$ cat config.mk
export PLATFORM = sky130hd
export DESIGN_NAME = cfb_branch_unit
export DESIGN_NICKNAME = d
export VERILOG_FILES = /design/src/rtl/cfb_pkg.sv /design/src/rtl/cfb_target_calc.sv /design/src/rtl/cfb_branch_unit.sv
export SDC_FILE = /design/constraint.sdc
export NUM_CORES = 1
export LEC_CHECK = 0
export BUFFER_PORTS_ARGS = -buffer_cell sky130_fd_sc_hd__buf_4
export CAP_MARGIN = 20
export CORE_MARGIN = 4
export CORE_UTILIZATION = 30
export CTS_BUF_LIST = sky130_fd_sc_hd__clkbuf_16
export DETAILED_ROUTE_END_ITERATION = 10
export SETUP_SLACK_MARGIN = 0.3
export SYNTH_ARGS = -nofsm -noshare
export SYNTH_HDL_FRONTEND = slang
export SYNTH_HIERARCHICAL = 1
export SYNTH_SLANG_ARGS = --single-unit
$ cat constraint.sdc
create_clock -name sys_clk -period 2.42 [get_ports sys_clk]
set_input_delay 0.484 -clock sys_clk [delete_from_list [all_inputs] [get_ports sys_clk]]
set_output_delay 0.484 -clock sys_clk [all_outputs]
set_load 0.02 [all_outputs]
$ cat src/rtl/cfb_pkg.sv
// Package: encodings, widths and timing for the conditional flag branch unit
package cfb_pkg;

  // ==========================================================================
  // Widths
  // ==========================================================================
  localparam int PC_W  = 21;                     // Byte address width
  localparam int OP_W  = 16;                     // Instruction word width
  localparam int OFS_W = 8;                      // Signed offset field width

  // ==========================================================================
  // Opcode fields
  // ==========================================================================
  localparam logic [3:0] OPC_GROUP      = 4'hE;  // Upper nibble, branch group
  localparam logic [3:0] OPC_CARRY_CLR  = 4'h3;  // branch_if_carry_clear
  localparam logic [3:0] OPC_NEG_CLR    = 4'h7;  // branch_if_negative_clear
  localparam int         GRP_MSB        = 15;    // Group field position
  localparam int         SUB_MSB        = 11;    // Sub-opcode field position
  localparam int         OFS_MSB        = 7;     // Offset field position

  // ==========================================================================
  // Address arithmetic and timing
  // ==========================================================================
  localparam logic [PC_W-1:0] PC_STEP    = 21'h000002; // One word in bytes
  localparam logic [PC_W-1:0] PC_RESET   = 21'h000000; // Reset vector
  localparam int              TAKEN_CYC  = 2;          // Taken branch cycles
  localparam int              FALL_CYC   = 1;          // Not-taken cycles

  // ==========================================================================
  // Types
  // ==========================================================================
  // Decoded instruction as handed from the decoder
  typedef struct packed {
    logic            valid;  // Word is an executing instruction
    logic [OP_W-1:0] word;   // Instruction word
    logic [PC_W-1:0] addr;   // Byte address of that word
  } cfb_instr_t;

  // Status flags that a branch may test
  typedef struct packed {
    logic carry;             // Carry flag
    logic negative;          // Negative flag
  } cfb_flags_t;

  // Execution state, one-hot
  typedef enum logic [1:0] {
    ST_EXEC  = 2'h1,         // Normal execute cycle
    ST_FLUSH = 2'h2          // Forced no-operation after a taken branch
  } cfb_state_t;

endpackage

$ cat src/rtl/cfb_target_calc.sv
// Module: branch target adder for relative conditional branches
`timescale 1ns/1ps
module cfb_target_calc
  import cfb_pkg::*;
(
  // Operands
  input  wire logic [PC_W-1:0]  instr_addr,  // Address of the branch
  input  wire logic [OFS_W-1:0] offset,      // Signed word offset
  // Result
  output logic      [PC_W-1:0]  target       // Computed branch target
);

  // ==========================================================================
  // Arithmetic
  // ==========================================================================
  logic [PC_W-1:0] ofs_bytes;                // Sign-extended, doubled offset

  // Offset counts words, so sign-extend then double
  always_comb begin
    ofs_bytes = {{(PC_W-OFS_W-1){offset[OFS_W-1]}}, offset, 1'b0};
  end

  // Incremented PC plus byte offset; wraps at address width
  always_comb begin
    target = instr_addr + PC_STEP + ofs_bytes;
  end

endmodule

$ cat src/rtl/cfb_branch_unit.sv
// Module: conditional flag branch execution unit
`timescale 1ns/1ps
module cfb_branch_unit
  import cfb_pkg::*;
(
  // Clock and reset
  input  wire logic            sys_clk,      // Core clock, 100 MHz
  input  wire logic            rstn,         // Async reset, active low
  // From decoder and status
  input  wire cfb_instr_t      instr,        // Instruction in execute
  input  wire cfb_flags_t      flags_in,     // Current status flags
  // To program counter and pipeline
  output logic                 pc_load,      // Load PC with pc_target
  output logic      [PC_W-1:0] pc_target,    // Branch target address
  output logic                 flush,        // Discard prefetched word
  output logic                 stall,        // Execute slot is a no-op
  output logic                 is_branch,    // Executing one of the branches
  output logic                 flags_we      // Flag write enable, always 0
);

  // ==========================================================================
  // Reset synchroniser
  // ==========================================================================
  logic rst_meta_n;                          // First stage, read by second only
  logic rst_n;                               // Released reset for the design

  // Asynchronous assert, two-stage synchronous release
  always_ff @(posedge sys_clk or negedge rstn) begin
    if (!rstn) begin
      rst_meta_n <= 1'b0;
      rst_n      <= 1'b0;
    end else begin
      rst_meta_n <= 1'b1;
      rst_n      <= rst_meta_n;
    end
  end

  // ==========================================================================
  // Decode
  // ==========================================================================
  logic            hit_carry;                // Carry-clear opcode present
  logic            hit_neg;                  // Negative-clear opcode present
  logic            take;                     // Branch condition satisfied
  logic [PC_W-1:0] target;                   // Adder output
  cfb_state_t      state;                    // Execution state
  cfb_state_t      next_state;               // Next execution state

  // Opcode match; ignored during the flush slot since that word is stale
  always_comb begin
    hit_carry = instr.valid && (state == ST_EXEC)
             && (instr.word[GRP_MSB -: 4] == OPC_GROUP)
             && (instr.word[SUB_MSB -: 4] == OPC_CARRY_CLR);
    hit_neg   = instr.valid && (state == ST_EXEC)
             && (instr.word[GRP_MSB -: 4] == OPC_GROUP)
             && (instr.word[SUB_MSB -: 4] == OPC_NEG_CLR);
  end

  // Take only when the tested flag is clear
  always_comb begin
    take = (hit_carry && !flags_in.carry)
        || (hit_neg   && !flags_in.negative);
  end

  // Target adder
  cfb_target_calc u_target (
    .instr_addr (instr.addr),
    .offset     (instr.word[OFS_MSB -: OFS_W]),
    .target     (target)
  );

  // ==========================================================================
  // State machine
  // ==========================================================================
  // A taken branch spends its second cycle as a no-op in ST_FLUSH
  always_comb begin
    unique case (state)
      ST_EXEC: begin
        next_state = take ? ST_FLUSH : ST_EXEC;
      end
      ST_FLUSH: begin
        next_state = ST_EXEC;
      end
      default: begin
        next_state = ST_EXEC;                // Illegal code recovers
      end
    endcase
  end

  // State register
  always_ff @(posedge sys_clk or negedge rst_n) begin
    if (!rst_n) begin
      state <= ST_EXEC;
    end else begin
      state <= next_state;
    end
  end

  // ==========================================================================
  // Outputs
  // ==========================================================================
  logic            next_pc_load;             // Registered load strobe
  logic [PC_W-1:0] next_pc_target;           // Registered target

  // Capture target at decode; PC writes on the following edge
  always_comb begin
    next_pc_load   = take;
    next_pc_target = take ? target : pc_target;
  end

  // Data outputs from flops
  always_ff @(posedge sys_clk or negedge rst_n) begin
    if (!rst_n) begin
      pc_load   <= 1'b0;
      pc_target <= PC_RESET;
    end else begin
      pc_load   <= next_pc_load;
      pc_target <= next_pc_target;
    end
  end

  // Handshake-style outputs are combinational
  always_comb begin
    flush     = take;
    stall     = (state == ST_FLUSH);
    is_branch = hit_carry || hit_neg;
    flags_we  = 1'b0;                        // Branches never write flags
  end

  // ==========================================================================
  // Assertions
  // ==========================================================================
  // Carry clear and opcode leads to a load next cycle
  property p_carry_take;
    @(posedge sys_clk) disable iff (!rst_n)
      hit_carry && !flags_in.carry |=> pc_load;
  endproperty
  a_carry_take: assert property (p_carry_take)
    else $error("carry-clear branch not taken");

  // Carry set means no load and no flush
  property p_carry_fall;
    @(posedge sys_clk) disable iff (!rst_n)
      hit_carry && flags_in.carry |-> !flush ##1 !pc_load && !stall;
  endproperty
  a_carry_fall: assert property (p_carry_fall)
    else $error("carry-set branch taken");

  // Negative clear branch loads next cycle
  property p_neg_take;
    @(posedge sys_clk) disable iff (!rst_n)
      hit_neg && !flags_in.negative |=> pc_load;
  endproperty
  a_neg_take: assert property (p_neg_take)
    else $error("negative-clear branch not taken");

  // Negative set falls through
  property p_neg_fall;
    @(posedge sys_clk) disable iff (!rst_n)
      hit_neg && flags_in.negative |=> !pc_load;
  endproperty
  a_neg_fall: assert property (p_neg_fall)
    else $error("negative-set branch taken");

  // Target uses doubled sign-extended offset
  property p_target;
    @(posedge sys_clk) disable iff (!rst_n)
      take |=> pc_target == $past(instr.addr) + PC_STEP
        + {{(PC_W-OFS_W-1){$past(instr.word[OFS_MSB])}},
           $past(instr.word[OFS_MSB -: OFS_W]), 1'b0};
  endproperty
  a_target: assert property (p_target)
    else $error("branch target wrong");

  // Taken costs exactly one extra no-op cycle
  property p_two_cycle;
    @(posedge sys_clk) disable iff (!rst_n)
      take |=> stall ##1 !stall;
  endproperty
  a_two_cycle: assert property (p_two_cycle)
    else $error("taken branch not two cycles");

  // Stall only ever follows a taken branch
  property p_stall_cause;
    @(posedge sys_clk) disable iff (!rst_n)
      stall |-> $past(take) && !take;
  endproperty
  a_stall_cause: assert property (p_stall_cause)
    else $error("stall without taken branch");

  // Flags are never written while a branch executes
  property p_no_flags;
    @(posedge sys_clk) disable iff (!rst_n)
      is_branch |-> !flags_we;
  endproperty
  a_no_flags: assert property (p_no_flags)
    else $error("branch wrote status flags");

  // The target load always lands in the no-op slot, never on its own
  property p_load_in_slot;
    @(posedge sys_clk) disable iff (!rst_n)
      pc_load |-> stall;
  endproperty
  a_load_in_slot: assert property (p_load_in_slot)
    else $error("target load outside no-op slot");

  // Load is one pulse; a branch word in the slot after it is ignored, so no second load follows
  property p_load_pulse;
    @(posedge sys_clk) disable iff (!rst_n)
      pc_load |=> !pc_load;
  endproperty
  a_load_pulse: assert property (p_load_pulse)
    else $error("target load held over two cycles");

  // Without a taken branch the held target must not drift
  property p_target_hold;
    @(posedge sys_clk) disable iff (!rst_n)
      !take |=> $stable(pc_target);
  endproperty
  a_target_hold: assert property (p_target_hold)
    else $error("target changed without taken branch");

  // Main scenarios
  c_carry_taken: cover property (@(posedge sys_clk) disable iff (!rst_n)
    hit_carry && !flags_in.carry ##1 stall);
  c_neg_taken: cover property (@(posedge sys_clk) disable iff (!rst_n)
    hit_neg && !flags_in.negative ##1 stall);
  c_fall: cover property (@(posedge sys_clk) disable iff (!rst_n)
    is_branch && !take);
  c_back: cover property (@(posedge sys_clk) disable iff (!rst_n)
    take && instr.word[OFS_MSB]);

endmodule

; ---- Yosys cells after proc, flatten, opt, wreduce, memory -nomap -nowiden
; Index checks and enable logic that the tools add are counted.
[totals]
register_bits = 26
inputBits = 42
output_inout_bits = 26
wordCells = 24
[op_classes]
add_sub_neg = 2
eq_ne = 5
muxes = 2
n_reduce_logical = 10
[ops]
columns = operator, n
row1 = 21-bit by 2-bit adder with 21-bit output (second input constant), 1
row2 = 21-bit adder, 1
row3 = 1-bit logical AND, 6
row4 = 4-bit by 2-bit == test with 1-bit output (second input constant), 1
row5 = 4-bit by 3-bit == test with 1-bit output (second input constant), 1
row6 = 4-bit == test (second input constant), 1
row7 = 2-bit 2-to-1 mux, 2
row8 = 2-bit by 1-bit == test with 1-bit output (second input constant), 1
row9 = 2-bit == test (second input constant), 1
row10 = 1-bit logical NOT, 2
row11 = 1-bit logical OR, 2

; ---- Longest topological paths before layout
[logic_depth]
ltp_word = 8
mapped_depth = 12
ltp_nobuf = 12

; ---- Cells and area by module
; Netlist, hierarchy kept.
[by_module_without_submodules]
columns = mod, instances, cells_each, area_per_inst_um2, seq_area_each_um2
row1 = cfb_target_calc, 1, 171, 1298.7, 0.0
row2 = cfb_branch_unit, 1, 63, 1108.6, 651.9

; ---- Worst setup path before layout
; Ideal clock, no wire load.
[synth_path]
kind = input to register
from = input instr[22] (netlist bit)
to = register pc_target[18]
setup_ns = 0.125
arrival_ns = 2.392
setup_slack_ns = -0.097
stages = 10
n_path_buf = 0
path_cell_list = ha_1 ha_1 inv_1 fa_1 nand2b_1 a21oi_2 o2111a_1 a21o_1 a211oi_2 mux2_4
[synth_between]
elab_chain_len = 1
[synth_lines]
columns = item, line
row1 = from (decl), cfb_branch_unit.sv:10  ; input wire cfb_instr_t instr,
row2 = 21-bit adder, cfb_target_calc.sv:25  ; target = instr_addr + PC_STEP + ofs_bytes;
row3 = via target[18], cfb_branch_unit.sv:44  ; logic [PC_W-1:0] target;
row4 = to (signal assigned), cfb_branch_unit.sv:117  ; pc_target <= next_pc_target;
row5 = to (decl), cfb_branch_unit.sv:14  ; output logic [PC_W-1:0] pc_target,
; The timed path passes the listed nets, and every way through them passes these cells.
; A chain may end at the register's enable or synchronous reset.

; ---- Final worst setup path
[layout_path]
from = input instr[22] (netlist bit)
to = register pc_target[16]
; The elaborated chain is that of the path after synthesis.

==> results.sh <==
export IMPL_tightestPinTransition_ns=0.941
export IMPL_critical_path_class="primary input to register"
export IMPL_hold_viol=0
export IMPL_antenna_found_initial=0
export IMPL_ys_ff_latch=26
export IMPL_min_period_ns=2.28
export IMPL_skew_ns=0.00349
export IMPL_period_share=0.941
export IMPL_syn_inst=234
export IMPL_clkLatencyLatePin_ns=0.25
export IMPL_routed_wl_mm=5.78
export IMPL_antenna_cells=0
export IMPL_whs_ns=0.351
export IMPL_grt_usage=0.117
export IMPL_cap_violations=0
export IMPL_grt_pass1_wl_mm=9.52
export IMPL_async_flop_share=1.00
export IMPL_areaGrowthSynthToFinish_pct=62.1
export IMPL_rsz0062_at_grt="yes"
export IMPL_avgSynthCellArea_um2=10.3
export IMPL_cts_root_buffer="clkbuf_16"
export IMPL_grt_pass1_vias=2109
export IMPL_wl_per_cell_um=13.2
export IMPL_power_per_cell_area_nw_per_um2=437
export IMPL_min_path_type="register to register"
export IMPL_critical_path_max_fanout=3
export IMPL_finalSetupViolations=0
export IMPL_die_x_um=97.6
export IMPL_critPathMaxStageDelay_ns=0.34
export IMPL_power_leakage_nw=1.74
export IMPL_slew_headroom=0.373
export IMPL_synth_distinct_cells=49
export IMPL_crit_arrival_ns=2.41
export IMPL_ys_seq_area_frac=0.271
export IMPL_nNetsFinal=417
export IMPL_path_cells="buf_6 -> ha_4 -> ha_4 -> inv_2 -> fa_2 -> nand2b_4 -> a21oi_4 -> o2111a_2 -> a21o_1 -> xor2_1 -> mux2_4"
export IMPL_io_buffers=66
export IMPL_final_setup_worst_slack_ns=0.144
export IMPL_mostFrequentLayoutCells="buf_4 (96), ha_4 (29), dfrtp_1 (25)"
export IMPL_synth_edf_count=0
export IMPL_gp_congestion=0.808
export IMPL_cp_end_kind="register"
export IMPL_cts_buffer_depth=2
export IMPL_io_pins=68
export IMPL_fp_row_count=32
export IMPL_finalSetupTns_ns=0
export IMPL_overflow=0
export IMPL_drc=0
export IMPL_initial_core_util=0.310
export IMPL_grt_start_max_net_pins=25
export IMPL_ys_warn_count=6
export IMPL_peakVddDrop_uv=257
export IMPL_placed_area_um2=3420
export IMPL_cts_inserted_buffers=3
export IMPL_final_common_cell="buf_4"
export IMPL_cp_buffers_inverters=2
export IMPL_path_clk_slew_ns=0.06
export IMPL_status="completed"
export IMPL_cts_tree="done"
export IMPL_drive_above_1_share=0.607
export IMPL_syn_nets=314
export IMPL_die_area_um2=9520
export IMPL_vias=2095
export IMPL_hpwl_mm=4.72
export IMPL_routed_via_density=4.78
export IMPL_syn_area_um2=2410
export IMPL_required_ns=2.56
export IMPL_core_um2=7770
export IMPL_cp_start_kind="primary input"
export IMPL_drv_slew=0
export IMPL_clock_sinks=26
export IMPL_critPathSlowestCell="fa_2"
export IMPL_antenna_left=0
export IMPL_die_h_um=97.6
export IMPL_dp_slack_ns=-0.261
export IMPL_first_iter_violations=47
export IMPL_crit_family="adder cells"
export IMPL_synth_flop_cell="dfrtp_1"
export IMPL_finalInstanceArea_um2=3900
export IMPL_fmaxAchievable_mhz=439
export IMPL_path_common_cell="ha_4"
export IMPL_drtPass1Iterations=4
export IMPL_htree_levels=1
-- synth_stat cells (4+ instances only) --
master / instances / area [µm²]
o21a_1: 4 / 30.0
inv_1: 10 / 37.5
nand3_1: 8 / 40.0
mux2_4: 20 / 300
nand2b_1: 4 / 25.0
xor2_1: 7 / 61.3
nand2_1: 17 / 63.8
nor2_1: 7 / 26.3
o21ai_0: 7 / 35.0
xnor2_1: 6 / 52.6
ha_1: 37 / 463
nor2b_1: 4 / 25.0
a21oi_1: 20 / 100
dfrtp_1: 25 / 626
-- where the power goes --
part           leakage, nW  internal, mW  switching, mW
logic                 1.35         0.477          0.392
clock network       0.0423         0.220          0.133
registers            0.351         0.460         0.0230
-- stage by stage --
stage	std cells	utilization	power, mW
2_1_floorplan	234	-	0.953
5_1_grt	438	0.502	1.83
6_report	438	0.502	1.71
4_1_cts	434	0.467	1.64
3_5_place_dp	427	0.440	1.23
3_3_place_gp	427	0.440	1.22
-- worst paths after layout --
kind                       slack, ns            startpoint                   endpoint  depth (start not counted)
min in group asynchronous       0.39       rst_n$_DFF_PN0_   pc_target[0]$_DFFE_PN0P_                          0
max in group asynchronous       1.45       rst_n$_DFF_PN0_         state[1]$_DFF_PN0_                          0
setup reg to reg                0.55    state[0]$_DFF_PN1_   pc_target[4]$_DFFE_PN0P_                          3
setup / recovery                0.14             instr[22]  pc_target[16]$_DFFE_PN0P_                         11
hold reg to reg                 0.35  rst_meta_n$_DFF_PN0_            rst_n$_DFF_PN0_                          0
hold / removal                  0.35  rst_meta_n$_DFF_PN0_            rst_n$_DFF_PN0_                          0
-- cells by family (layout without fill, tap and decap cells) --
kind of cell / count (synthesis) / in the layout / synth area share
flip-flops: 26 / 26 / 0.271
AND/OR/NAND/NOR: 61 / 61 / 0.142
adder cells (fa/ha/maj): 38 / 38 / 0.201
other: 2 / 2 / 0.00312
AO/OA/AOI/OAI: 54 / 54 / 0.147
buffers and inverters: 16 / 118 / 0.0463
multiplexers: 24 / 24 / 0.143
XOR/XNOR: 13 / 13 / 0.0473
-- final cells by class --
type	instances	area, µm²
clock inverter	1	3.75
tap	102	128
inverter	10	37.5
clock buffer	3	75.1
fill	749	3870
timing repair buffer	104	843
sequential	26	652
multi-input combinational	192	2160
-- layer usage --
metal / global-route usage / routed length, µm
met2: 0.213 / 3020
met1: 0.150 / 2490
met5: 0 / 0
met4: 0.00958 / 7
met3: 0.0208 / 260
-- state kept, by name, indices dropped and copies added (netlist names) --
name	count
pc_target	21
state	2
pc_load	1
rst_meta_n	1
rst_n	1
-- repair_timing --
item,4_1_cts,5_1_grt
gates cloned,1,0
pin swaps,15,17
resized for setup,17,37
buffers inserted,1,4
endpoints found under the hold margin,2,0
endpoints found under the setup margin,12,13
hold buffers,1,0
(Power assumes the default switching activity.)
